File: config.mk
export PLATFORM = sky130hd
export DESIGN_NAME = program_status_register
export DESIGN_NICKNAME = d
export VERILOG_FILES = /design/src/program_status_register.v
export VERILOG_INCLUDE_DIRS = /design/src
export SDC_FILE = /design/constraint.sdc
export NUM_CORES = 1
export LEC_CHECK = 0
export BUFFER_PORTS_ARGS = -buffer_cell sky130_fd_sc_hd__buf_4
export CORE_UTILIZATION = 30
export DETAILED_ROUTE_END_ITERATION = 10
export PLACE_DENSITY = 0.57
export SKIP_CTS_REPAIR_TIMING = 1
export SLEW_MARGIN = 40
export SYNTH_ARGS = -nofsm -noshare
export SYNTH_HDL_FRONTEND = slang
export SYNTH_SLANG_ARGS = --single-unit
File: constraint.sdc
create_clock -name clk -period 2.1 [get_ports clk]
set_input_delay 0.42 -clock clk [delete_from_list [all_inputs] [get_ports clk]]
set_output_delay 0.42 -clock clk [all_outputs]
set_load 0.05 [all_outputs]
File: src/program_status_register_defines.vh
/*
 Constants for the combined processor status word: field positions,
 exception numbers, reset values and write-select bits.
 Assumes it is included by bare name from the status word module.
*/
// Behaviour
// - Bit 31 follows negative or less-than result of last flag-setting op.
// - Bit 30 follows whether last flag-setting result was zero.
// - Bit 29 is carry on add, not-borrow on subtract.
// - Bit 28 follows signed overflow of last flag-setting op.
// - Bit 27 sets on any saturation and stays set until reset or clear.
// - Only a software write or an exception return clears the saturation flag; no auto clear.
// - Active exception number sits in bits 8:0; bits 31:9 read zero.
// - Numbers: 0 thread, 2..6 faults; 1 and 7..10 reserved.
// - 11 supervisor call, 14 pended service, 15 tick; 12, 13 reserved.
// - External interrupt line N is reported as exception number N+16.
// - Instruction-set mode bit is always 1 while executing.
// - Direct reads of execution-state bits give zero; writes are dropped.
// - Stacked word at exception entry carries true execution state.
// - Interrupted multi transfer saves next register index in bits 15:12.
// - Return resumes multi transfer at saved index, not first register.
// - While resume index is held, bits 26:25 and 11:10 stay zero.
// - Conditional block of up to four instructions after 16-bit opener.
// - Each block instruction uses base condition or its inverse.
// - Three parts are disjoint fields of one 32-bit word, any combination.
// - Writes to the exception number bits are ignored.
`ifndef PROGRAM_STATUS_REGISTER_DEFINES_VH
`define PROGRAM_STATUS_REGISTER_DEFINES_VH

// ==========================================================
// Field positions
`define STAT_N_BIT 31
`define STAT_Z_BIT 30
`define STAT_C_BIT 29
`define STAT_V_BIT 28
`define STAT_Q_BIT 27
`define STAT_ISA_BIT 24
`define STAT_EXC_MSB 8
`define STAT_EXC_W 9
`define APP_LO 27
`define PH_A_HI 26
`define PH_A_LO 25
`define IDX_HI 15
`define IDX_LO 12
`define PH_B_HI 15
`define PH_B_LO 10
`define PH_M_HI 11
`define PH_M_LO 10

// ==========================================================
// Part select bits for reads and writes
`define SEL_APP 0
`define SEL_EXC 1
`define SEL_EXEC 2

// ==========================================================
// Exception numbers
`define EXC_THREAD 9'h000
`define EXC_RSV1 9'h001
`define EXC_NMI 9'h002
`define EXC_HARD 9'h003
`define EXC_MEM 9'h004
`define EXC_BUS 9'h005
`define EXC_USAGE 9'h006
`define EXC_RSV_LO 9'h007
`define EXC_RSV_HI 9'h00a
`define EXC_SVC 9'h00b
`define EXC_DBG_RSV 9'h00c
`define EXC_RSV13 9'h00d
`define EXC_PEND_SVC 9'h00e
`define EXC_TICK 9'h00f
`define EXC_IRQ_BASE 9'h010

// ==========================================================
// Reset values
`define RST_FLAGS 5'h00
`define RST_EXC 9'h000
`define RST_PHASE 8'h00
`define RST_WORD 32'h00000000

`endif

File: src/program_status_register.v
/*
 Combined processor status word: condition flags with sticky saturation,
 active exception number, and execution state (block phase or multi
 transfer resume index). Datapath and exception logic drive the update
 strobes; software reaches it through status-move read and write strobes.
 Assumes all inputs come from logic on clk, strobes are one-cycle pulses.
*/
`include "program_status_register_defines.vh"
`timescale 1ns/10ps
`default_nettype none

module program_status_register (
    input wire clk,
    input wire rst,
    // Flag-setting instruction result
    input wire flag_update,
    input wire flag_n_in,
    input wire flag_z_in,
    input wire flag_c_in,
    input wire flag_v_in,
    input wire sat_event,
    // Status move instructions
    input wire sw_write,
    input wire [2:0] sw_write_sel,
    input wire [31:0] sw_wdata,
    input wire sw_read,
    input wire [2:0] sw_read_sel,
    output reg [31:0] sw_rdata,
    output reg sw_rvalid,
    // Exception entry and return
    input wire exc_entry,
    input wire exc_entry_ext,
    input wire [8:0] exc_entry_num,
    output reg entry_refused,
    output reg [31:0] stacked_word,
    input wire exc_return,
    input wire [8:0] exc_return_num,
    input wire [31:0] exc_return_word,
    output reg resume_valid,
    output reg [3:0] resume_index,
    // Conditional block
    input wire cond_block_start,
    input wire [7:0] cond_block_code,
    input wire cond_instr_done,
    output reg cond_active,
    output reg [3:0] cond_code,
    // Multi transfer
    input wire multi_suspend,
    input wire [3:0] multi_next_reg,
    input wire multi_done,
    // True status word for the pipeline
    output reg [31:0] status_word,
    output reg isa_mode
);

    // ==========================================================
    // State
    reg flag_n;
    reg flag_z;
    reg flag_c;
    reg flag_v;
    reg flag_q;
    reg [8:0] exc_id;
    reg [7:0] phase;
    reg [3:0] resume_idx;
    reg holding_resume;
    reg [8:0] next_exc;
    reg next_refuse;
    reg [31:0] true_word;
    reg [31:0] read_word;
    reg [7:0] next_phase;
    wire [8:0] ext_num;

    // External line number shifted past the system range
    assign ext_num = exc_entry_num + `EXC_IRQ_BASE;

    // ==========================================================
    // Exception number decode
    // Reserved system numbers are refused on entry; reset (0) and exception return can still load them
    always @*
    begin
        next_refuse = 1'b0;
        next_exc = exc_entry_num;
        if (exc_entry_ext)
        begin
            next_exc = ext_num;
        end
        else
        begin
            case (exc_entry_num)
                `EXC_NMI, `EXC_HARD, `EXC_MEM, `EXC_BUS, `EXC_USAGE: next_refuse = 1'b0;
                `EXC_SVC, `EXC_PEND_SVC, `EXC_TICK: next_refuse = 1'b0;
                `EXC_THREAD, `EXC_RSV1, `EXC_DBG_RSV, `EXC_RSV13: next_refuse = 1'b1;
                default:
                begin
                    // 7..10 reserved; above 15 only via the external path
                    next_refuse = 1'b1;
                end
            endcase
        end
    end

    // ==========================================================
    // True combined word, three disjoint fields
    always @*
    begin
        true_word = `RST_WORD;
        true_word[`STAT_N_BIT] = flag_n;
        true_word[`STAT_Z_BIT] = flag_z;
        true_word[`STAT_C_BIT] = flag_c;
        true_word[`STAT_V_BIT] = flag_v;
        true_word[`STAT_Q_BIT] = flag_q;
        true_word[`STAT_ISA_BIT] = 1'b1;
        true_word[`STAT_EXC_MSB:0] = exc_id;
        if (holding_resume)
        begin
            // Phase bits 26:25 and 11:10 left at zero
            true_word[`IDX_HI:`IDX_LO] = resume_idx;
        end
        else
        begin
            true_word[`PH_A_HI:`PH_A_LO] = phase[1:0];
            true_word[`PH_B_HI:`PH_B_LO] = phase[7:2];
        end
    end

    // ==========================================================
    // Direct software read view
    // Execution-state part always reads zero, even the mode bit
    always @*
    begin
        read_word = `RST_WORD;
        if (sw_read_sel[`SEL_APP])
        begin
            read_word[`STAT_N_BIT:`APP_LO] = true_word[`STAT_N_BIT:`APP_LO];
        end
        if (sw_read_sel[`SEL_EXC])
        begin
            read_word[`STAT_EXC_MSB:0] = exc_id;
        end
        // Exec part select contributes nothing on purpose
    end

    // ==========================================================
    // Block phase advance: shift the mask, end after the last one
    always @*
    begin
        next_phase = phase;
        if (phase[2:0] == 3'h0)
        begin
            next_phase = `RST_PHASE;
        end
        else
        begin
            next_phase[4:0] = {phase[3:0], 1'b0};
        end
    end

    // ==========================================================
    // Condition flags
    always @(posedge clk)
    begin
        if (rst)
        begin
            {flag_n, flag_z, flag_c, flag_v} <= 4'h0;
        end
        else if (exc_return)
        begin
            flag_n <= exc_return_word[`STAT_N_BIT];
            flag_z <= exc_return_word[`STAT_Z_BIT];
            flag_c <= exc_return_word[`STAT_C_BIT];
            flag_v <= exc_return_word[`STAT_V_BIT];
        end
        else if (flag_update)
        begin
            // Only flag-setting instructions strobe this
            flag_n <= flag_n_in;
            flag_z <= flag_z_in;
            flag_c <= flag_c_in;
            flag_v <= flag_v_in;
        end
        else if (sw_write && sw_write_sel[`SEL_APP])
        begin
            flag_n <= sw_wdata[`STAT_N_BIT];
            flag_z <= sw_wdata[`STAT_Z_BIT];
            flag_c <= sw_wdata[`STAT_C_BIT];
            flag_v <= sw_wdata[`STAT_V_BIT];
        end
    end

    // ==========================================================
    // Sticky saturation: a saturation in the clear cycle wins
    always @(posedge clk)
    begin
        if (rst)
        begin
            flag_q <= 1'b0;
        end
        else if (sat_event)
        begin
            flag_q <= 1'b1;
        end
        else if (exc_return)
        begin
            flag_q <= exc_return_word[`STAT_Q_BIT];
        end
        else if (sw_write && sw_write_sel[`SEL_APP])
        begin
            // Non-saturating arithmetic never reaches here
            flag_q <= sw_wdata[`STAT_Q_BIT];
        end
    end

    // ==========================================================
    // Active exception number; software writes never touch it
    always @(posedge clk)
    begin
        if (rst)
        begin
            exc_id <= `RST_EXC;
            entry_refused <= 1'b0;
        end
        else
        begin
            entry_refused <= exc_entry & next_refuse;
            if (exc_entry && !next_refuse)
            begin
                exc_id <= next_exc;
            end
            else if (exc_return)
            begin
                exc_id <= exc_return_num;
            end
        end
    end

    // ==========================================================
    // Execution state: block phase or resume index, never both
    always @(posedge clk)
    begin
        if (rst)
        begin
            phase <= `RST_PHASE;
            resume_idx <= 4'h0;
            holding_resume <= 1'b0;
        end
        else if (exc_entry && !next_refuse)
        begin
            // Handler starts clean; true state went to the stack
            phase <= `RST_PHASE;
            resume_idx <= 4'h0;
            holding_resume <= 1'b0;
        end
        else if (exc_return)
        begin
            // Restore from stacked word; resume index if phase bits clear
            if (exc_return_word[`PH_A_HI:`PH_A_LO] == 2'h0 && exc_return_word[`PH_M_HI:`PH_M_LO] == 2'h0 &&
                exc_return_word[`IDX_HI:`IDX_LO] != 4'h0)
            begin
                resume_idx <= exc_return_word[`IDX_HI:`IDX_LO];
                holding_resume <= 1'b1;
                phase <= `RST_PHASE;
            end
            else
            begin
                phase <= {exc_return_word[`PH_B_HI:`PH_B_LO], exc_return_word[`PH_A_HI:`PH_A_LO]};
                resume_idx <= 4'h0;
                holding_resume <= 1'b0;
            end
        end
        else if (multi_suspend)
        begin
            resume_idx <= multi_next_reg;
            holding_resume <= (multi_next_reg != 4'h0); // Index zero: nothing to resume
            phase <= `RST_PHASE;
        end
        else if (multi_done)
        begin
            resume_idx <= 4'h0;
            holding_resume <= 1'b0;
        end
        else if (cond_block_start)
        begin
            phase <= cond_block_code;
            resume_idx <= 4'h0;
            holding_resume <= 1'b0;
        end
        else if (cond_instr_done && phase[3:0] != 4'h0)
        begin
            phase <= next_phase;
        end
        // Software writes to this part are dropped
    end

    // ==========================================================
    // Registered outputs
    always @(posedge clk)
    begin
        if (rst)
        begin
            sw_rdata <= `RST_WORD;
            sw_rvalid <= 1'b0;
            stacked_word <= `RST_WORD;
            resume_valid <= 1'b0;
            resume_index <= 4'h0;
            cond_active <= 1'b0;
            cond_code <= 4'h0;
            status_word <= `RST_WORD;
            isa_mode <= 1'b0;
        end
        else
        begin
            sw_rvalid <= sw_read;
            if (sw_read)
            begin
                sw_rdata <= read_word;
            end
            if (exc_entry && !next_refuse)
            begin
                stacked_word <= true_word;
            end
            // Level telling the load/store unit where to pick up, high while a resume index is held and no entry, return or multi_done strobe is seen
            resume_valid <= holding_resume & ~exc_entry & ~exc_return & ~multi_done;
            resume_index <= resume_idx;
            // Low mask bits set means a block is live
            cond_active <= ~holding_resume & (phase[3:0] != 4'h0);
            // Bit 4 picks base condition or its inverse
            cond_code <= phase[7:4];
            status_word <= true_word;
            isa_mode <= 1'b1;
        end
    end

endmodule // program_status_register

`default_nettype wire

==> run summary, run 1 <==
die area: 14,840 µm²
Port Buffers: 140
Worst Reg-to-Reg Cells: 4
hold path depth: 3
Main synth FF type: dfxtp_1
Startpoint Class: flip-flop
die width: 121.8 µm
Int Pwr: 3.187 mW
Nets: 719
First DRT Iteration DRCs: 245
final hold vios: 0
Hold Crit Class: in -> reg
most common cell in the netlist: dfxtp_1
# placed instances: 769
Worst Path Required: 2.33 ns
cell chain of the critical path: or3_1 -> o211ai_1 -> nor2_1 -> a2111oi_1
n_diodes: 0
Clock H-tree levels: 3
synth warn: 0
setup_tns: 0 ns
io pins: 226
Yosys top cell area share: 46.02%
minimum clock period: 1.818 ns
Tcrit/Tclk final: 86.56%
r2r startpoint: phase[0]
CTS tree: done
largest cells by area after synthesis: dfxtp_1 (46%), buf_4 (6.6%), a21oi_1 (4.9%)
Compound-Gate Fraction of Synth Area: 16.68%
GPL Wtd Cong: 0.8433
Gate power share: 20.0%
Worst-path clk slew: 0.06 ns
clk_lat worst skew: 0.34 ns
largest net degree at the start of global routing: 45
crit path kind: reg -> reg
switching share of power: 29.96%
Avg Synthesized Cell Area: 9.202 µm²
Slew @ Worst Pin: 0.7111 ns
clk buf depth: 2
initial antenna violation count: 0
Non-Filler Instances: 784
Max VDD drop: 0.5156 mV
slew margin rel.: 52.52%
Post-Synth Simple-Gate Area: 19.70%
cts bufs inserted: 9
critical path arrival: 2.04 ns
sequential area share after synthesis: 46.02%
Final Skew: 0.005340 ns
layout cells sized above 1: 30.79%
Initial Util: 30.91%
Slew Viols, Final: 0
slowest CP cell: o211ai_1
area post-placement: 5438 µm²
Synth Area in XOR/XNOR: 0.8135%
P_sw: 1.363 mW
leakage power: 2.406 nW
Worst Hold Launch: sat_event
Post-synth EDFFs: 0
Synth Instances: 468
Power Total: 4.551 mW
routed wire length: 11,660 µm
final instance area: 5723 µm²
first-pass GRT wire length: 18,630 µm
vias per std cell: 4.760
Max Cap Viol: 0
Power Density: 795.1 nW/µm²
First-pass DRT Iterations: 4
Commonest cells post-synth: dfxtp_1 (99), a21oi_1 (42), buf_4 (38)
main combinational cell family by area after synthesis: simple AND/OR/NAND/NOR gates
Max Fclk: 550.2 MHz
# DRC: 0
CTS root buf: clkbuf_16
Yosys reg bits: 99
post-synthesis cell type count: 51
Overall Global Routing Usage: 16.28%
die height: 121.8 µm
status: finished clean
RSZ-0062 raised after global routing: no
Overflow after GRT: 0
vias in the first global route: 3,638
row count: 43
crit end category: flip-flop
Synth Cell Area: 4307 µm²
Adder-Cell Fraction of Synth Area: 0.5811%
WHS Endpoint: flag_q
DP HPWL: 8630 µm
Flop pwr share: 44.8%
delay of the slowest critical-path stage: 0.50 ns
worst-path fanout max: 6
Setup-failing EPs final: 0
Worst R2R End: phase[6]
Final ANT Viol Nets: 0
Clk pwr share: 35.2%
clk sinks: 99
via count: 3,732
routed length per instance: 14.87 µm
mux cell area share after synthesis: 5.927%
core area: 13,930 µm²
reg-to-reg slack, setup: 0.28 ns
Post-synth ARST share: 0%
area grow syn2layout: 32.89%
most area-hungry cell type in the Yosys netlist: dfxtp_1
-- worst max-delay path by stage --
stage / start / end / cells after the start
after floorplan: exc_entry_num[3] / stacked_word[12] / 6
after global placement: exc_entry_num[4] / exc_id[7] / 7
after detailed placement: exc_entry_num[5] / exc_id[7] / 7
after CTS: phase[0] / phase[6] / 4
after global routing: phase[0] / phase[7] / 4
final: phase[0] / phase[6] / 4
-- final cells by class --
type                            count  area [µm²]
Inverter                            5       18.77
Fill cell                        1398        8212
Multi-Input combinational cell    329        2028
Clock buffer                       11       232.7
Clock inverter                      4       52.55
Sequential cell                    99        1982
Tap cell                          180       225.2
Timing Repair Buffer              156        1184
-- state kept, by name, indices dropped and copies added, names as in the netlist, 4 cells and up --
name	count
cond_code	4
exc_id	9
phase	8
resume_idx	4
resume_index	4
stacked_word	23
status_word	23
sw_rdata	14
-- through the flow --
stage                     setup slack, ns  util [%]  hold slack (ns)
after floorplan                    0.3748         -           0.4517
after global placement            0.03799     39.02           0.4571
after detailed placement          0.02106     39.02           0.4613
after CTS                          0.2849     41.07           0.2704
after global routing               0.1963     41.07           0.2762
final                              0.2823     41.07           0.2841
-- cells by family after synthesis --
logic type	count (synthesis)
simple gates	152
fa+ha+maj	2
other cells	1
flops	99
mux	25
xor+xnor	4
buf+inv	75
compound gates	110
-- layout by cell type (no fill, tap or decap), drive strengths merged, types with 2 or more instances in the layout --
cell type,Yosys,routed
nor3,14,14
clkbuf,22,11
clkinvlp,0,3
inv,5,5
a211oi,14,14
nor2b,25,25
o21ai,23,23
xnor2,3,3
a32oi,3,3
and2,4,4
a2111oi,8,8
conb,1,36
or3,3,3
nor4,6,6
nand2b,17,17
a21oi,43,43
nand2,15,15
dfxtp,99,99
mux2i,21,21
nand3,32,32
mux2,4,4
nor2,27,27
nand4,2,2
a22oi,4,4
buf,48,156
ha,2,2
a31oi,5,5
-- worst max-delay path: cells and delay by family, from the launching register on --
kind | cells | cell delay, ns
and+or+nand+nor | 2 | 0.48
AOI/OAI and AO/OA | 2 | 0.87
DFF | 1 | 0.35
-- power by group through the flow --
stage,registers [mW],clock network (mW),logic (mW)
after global placement,2.08,0,0.903
final,2.04,1.60,0.910
after global routing,2.05,1.74,0.968
after detailed placement,2.08,0,0.909
after floorplan,2.25,0,0.485
after CTS,2.04,1.65,0.912
-- routing by layer --
metal	share of wire (%)	wire length [µm]	GRT usage (%)	up-vias
met2	49	5697	26.80	139
li1	-	-	-	1842
met3	5.6	651	4.494	17
met4	2.2	251	6.173	0
met1	43	5058	20.09	1734
met5	0	0	0	-
(Power assumes the default switching activity.)
==> run 2: changes to the inputs <==
--- a/config.mk
+++ b/config.mk
@@ -9,7 +9,8 @@
 export BUFFER_PORTS_ARGS = -buffer_cell sky130_fd_sc_hd__buf_4
 export CORE_UTILIZATION = 30
 export DETAILED_ROUTE_END_ITERATION = 10
-export PLACE_DENSITY = 0.57
+export GPL_ROUTABILITY_DRIVEN = 0
+export PLACE_DENSITY_LB_ADDON = 0.12
 export SKIP_CTS_REPAIR_TIMING = 1
 export SLEW_MARGIN = 40
 export SYNTH_ARGS = -nofsm -noshare
==> run 2 against run 1 <==
  * Final area hardly changed
  * Routed wire length is 0.87% lower
  * Worst setup slack better by 0.016 ns
  * Critical path type unchanged
  * Final cell count is 0.13% lower
  * Global-route usage is 0.076 points lower
  * Critical endpoint is now phase[7]
  * Register-to-register slack better by 0.02 ns
  * Clock skew hardly changed
  * Largest cell class unchanged
  * Via count is 1.1% lower
==> run summary, run 2 (synthesized netlist as in run 1, its figures left out) <==
status: finished clean
Nets: 718 (-0.14%)
most common cell after layout, fill and taps aside: buf_4
Clock H-tree levels: 3 (unchanged)
RSZ-0062 raised after global routing: no
Tcrit/Tclk final: 85.78% (-0.78 points)
vias in the first global route: 3,530 (-3.0%)
Final ANT Viol Nets: 0 (unchanged)
routed length per instance: 14.76 µm (-0.75%)
routed wire length: 11,560 µm (-0.87%)
Top Registers: stacked_word x23, status_word x23, sw_rdata x14
io pins: 226 (unchanged)
Overall Global Routing Usage: 16.20% (-0.076 points)
clk sinks: 99 (unchanged)
die area: 14,840 µm² (unchanged)
WHS: 0.2982 ns (+0.01410 ns)
clk buf depth: 2 (unchanged)
clk_lat worst skew: 0.35 ns (about the same)
final hold vios: 0 (unchanged)
DP HPWL: 8573 µm (-0.66%)
filler instances: 1,445 (+3.4%)
Max Fclk: 555.1 MHz (+0.91%)
Initial Util: 30.91% (unchanged)
Max VDD drop: 0.3058 mV (-41%)
leakage power: 2.415 nW (+0.37%)
Startpoint Class: flip-flop
crit end category: flip-flop
CTS root buf: clkbuf_16
setup_tns: 0 ns (unchanged)
Worst Path Required: 2.34 ns (about the same)
initial antenna violation count: 0 (unchanged)
vias per std cell: 4.713 (-1.0%)
multi-input logic area: 2028 µm² (unchanged)
core area: 13,930 µm² (unchanged)
CTS tree: done
most frequent cells in the layout: buf_4 (154), dfxtp_1 (99), a21oi_1 (42), conb_1 (36), nand3_1 (32)
largest net degree at the start of global routing: 38 (-16%)
Hold Crit Class: in -> reg
Overflow after GRT: 0 (unchanged)
reg-to-reg slack, setup: 0.30 ns (+0.02 ns)
via count: 3,690 (-1.1%)
Worst-path clk slew: 0.07 ns (about the same)
minimum clock period: 1.801 ns (-0.01633 ns)
Power Total: 4.589 mW (+0.84%)
cts bufs inserted: 9 (unchanged)
row count: 43 (unchanged)
die height: 121.8 µm (unchanged)
Port Buffers: 140 (unchanged)
final instance area: 5720 µm² (about the same)
crit path kind: reg -> reg
Placement Setup Slack: 0.1051 ns (+0.08401 ns)
Slew Viols, Final: 0 (unchanged)
First-pass DRT Iterations: 4 (unchanged)
layout cells sized above 1: 31.01% (+0.22 points)
fin worst setup slack: 0.2986 ns (+0.01633 ns)
slew margin rel.: 53.32% (+0.80 points)
Final Skew: 0.005581 ns (+0.0002416 ns)
First DRT Iteration DRCs: 211 (-14%)
Setup-failing EPs final: 0 (unchanged)
critical path arrival: 2.04 ns (about the same)
# DRC: 0 (unchanged)
first-pass GRT wire length: 18,280 µm (-1.9%)
FF+latch area: 1982 µm² (unchanged)
area post-placement: 5430 µm² (-0.14%)
area grow syn2layout: 32.83% (about the same)
die width: 121.8 µm (unchanged)
Power Density: 802.1 nW/µm² (+0.88%)
n_diodes: 0 (unchanged)
Slew @ Worst Pin: 0.6991 ns (-0.01195 ns)
worst-path fanout max: 6 (unchanged)
Max Cap Viol: 0 (unchanged)
run 2: changes by cell type in the layout (fill, tap and decap cells not counted):
cell / change
clkbuf_1: -2
clkinv_2: +2
clkinvlp_4: -2
inv_6: +2
buf_4: -1
run 2: per-stage QoR:
stage          util, %  std cells
6_report         41.05        783
3_3_place_gp     38.97        768
2_1_floorplan        -        503
3_5_place_dp     38.97        768
5_1_grt          41.05        783
4_1_cts          41.05        783
run 2: layout make-up:
| cell class | instances | area share, % |
|---|---|---|
| flip-flops and latches | 99 | 34.65 |
| clock inverters | 6 | 1.137 |
| inverters | 5 | 0.3281 |
| well taps | 180 | 3.937 |
| repair buffers | 155 | 20.56 |
| clock buffers | 9 | 3.937 |
| multi-input cells | 329 | 35.46 |
run 2: worst paths after layout:
check	end	startpoint	depth (start not counted)
worst max-delay path	phase[7]	phase[0]	4
worst min-delay path	flag_q	sat_event	3
worst max register to register	phase[7]	phase[0]	4
worst min register to register	sw_rdata[29]	sw_rdata[29]	2
run 2: where the power goes:
| part | switching, mW | internal [mW] | leakage, nW |
|---|---|---|---|
| Combinational | 0.603 | 0.298 | 1.46 |
| Clock | 0.729 | 0.921 | 0.142 |
| Sequential | 0.0673 | 1.97 | 0.809 |
| Total | 1.40 | 3.19 | 2.41 |
run 2: critical path: stages (launching register included):
cell	delay, ns
dfxtp_1	0.35
or3_1	0.40
o211ai_1	0.49
nor2_1	0.08
a2111oi_1	0.37
run 2: per-layer routing:
layer	routed length, µm	vias to the layer above	track usage, %
met2	5706	110	27.44
met3	607	14	3.558
met4	227	0	7.022
li1	-	1840	-
met1	5014	1726	19.60
met5	0	-	0
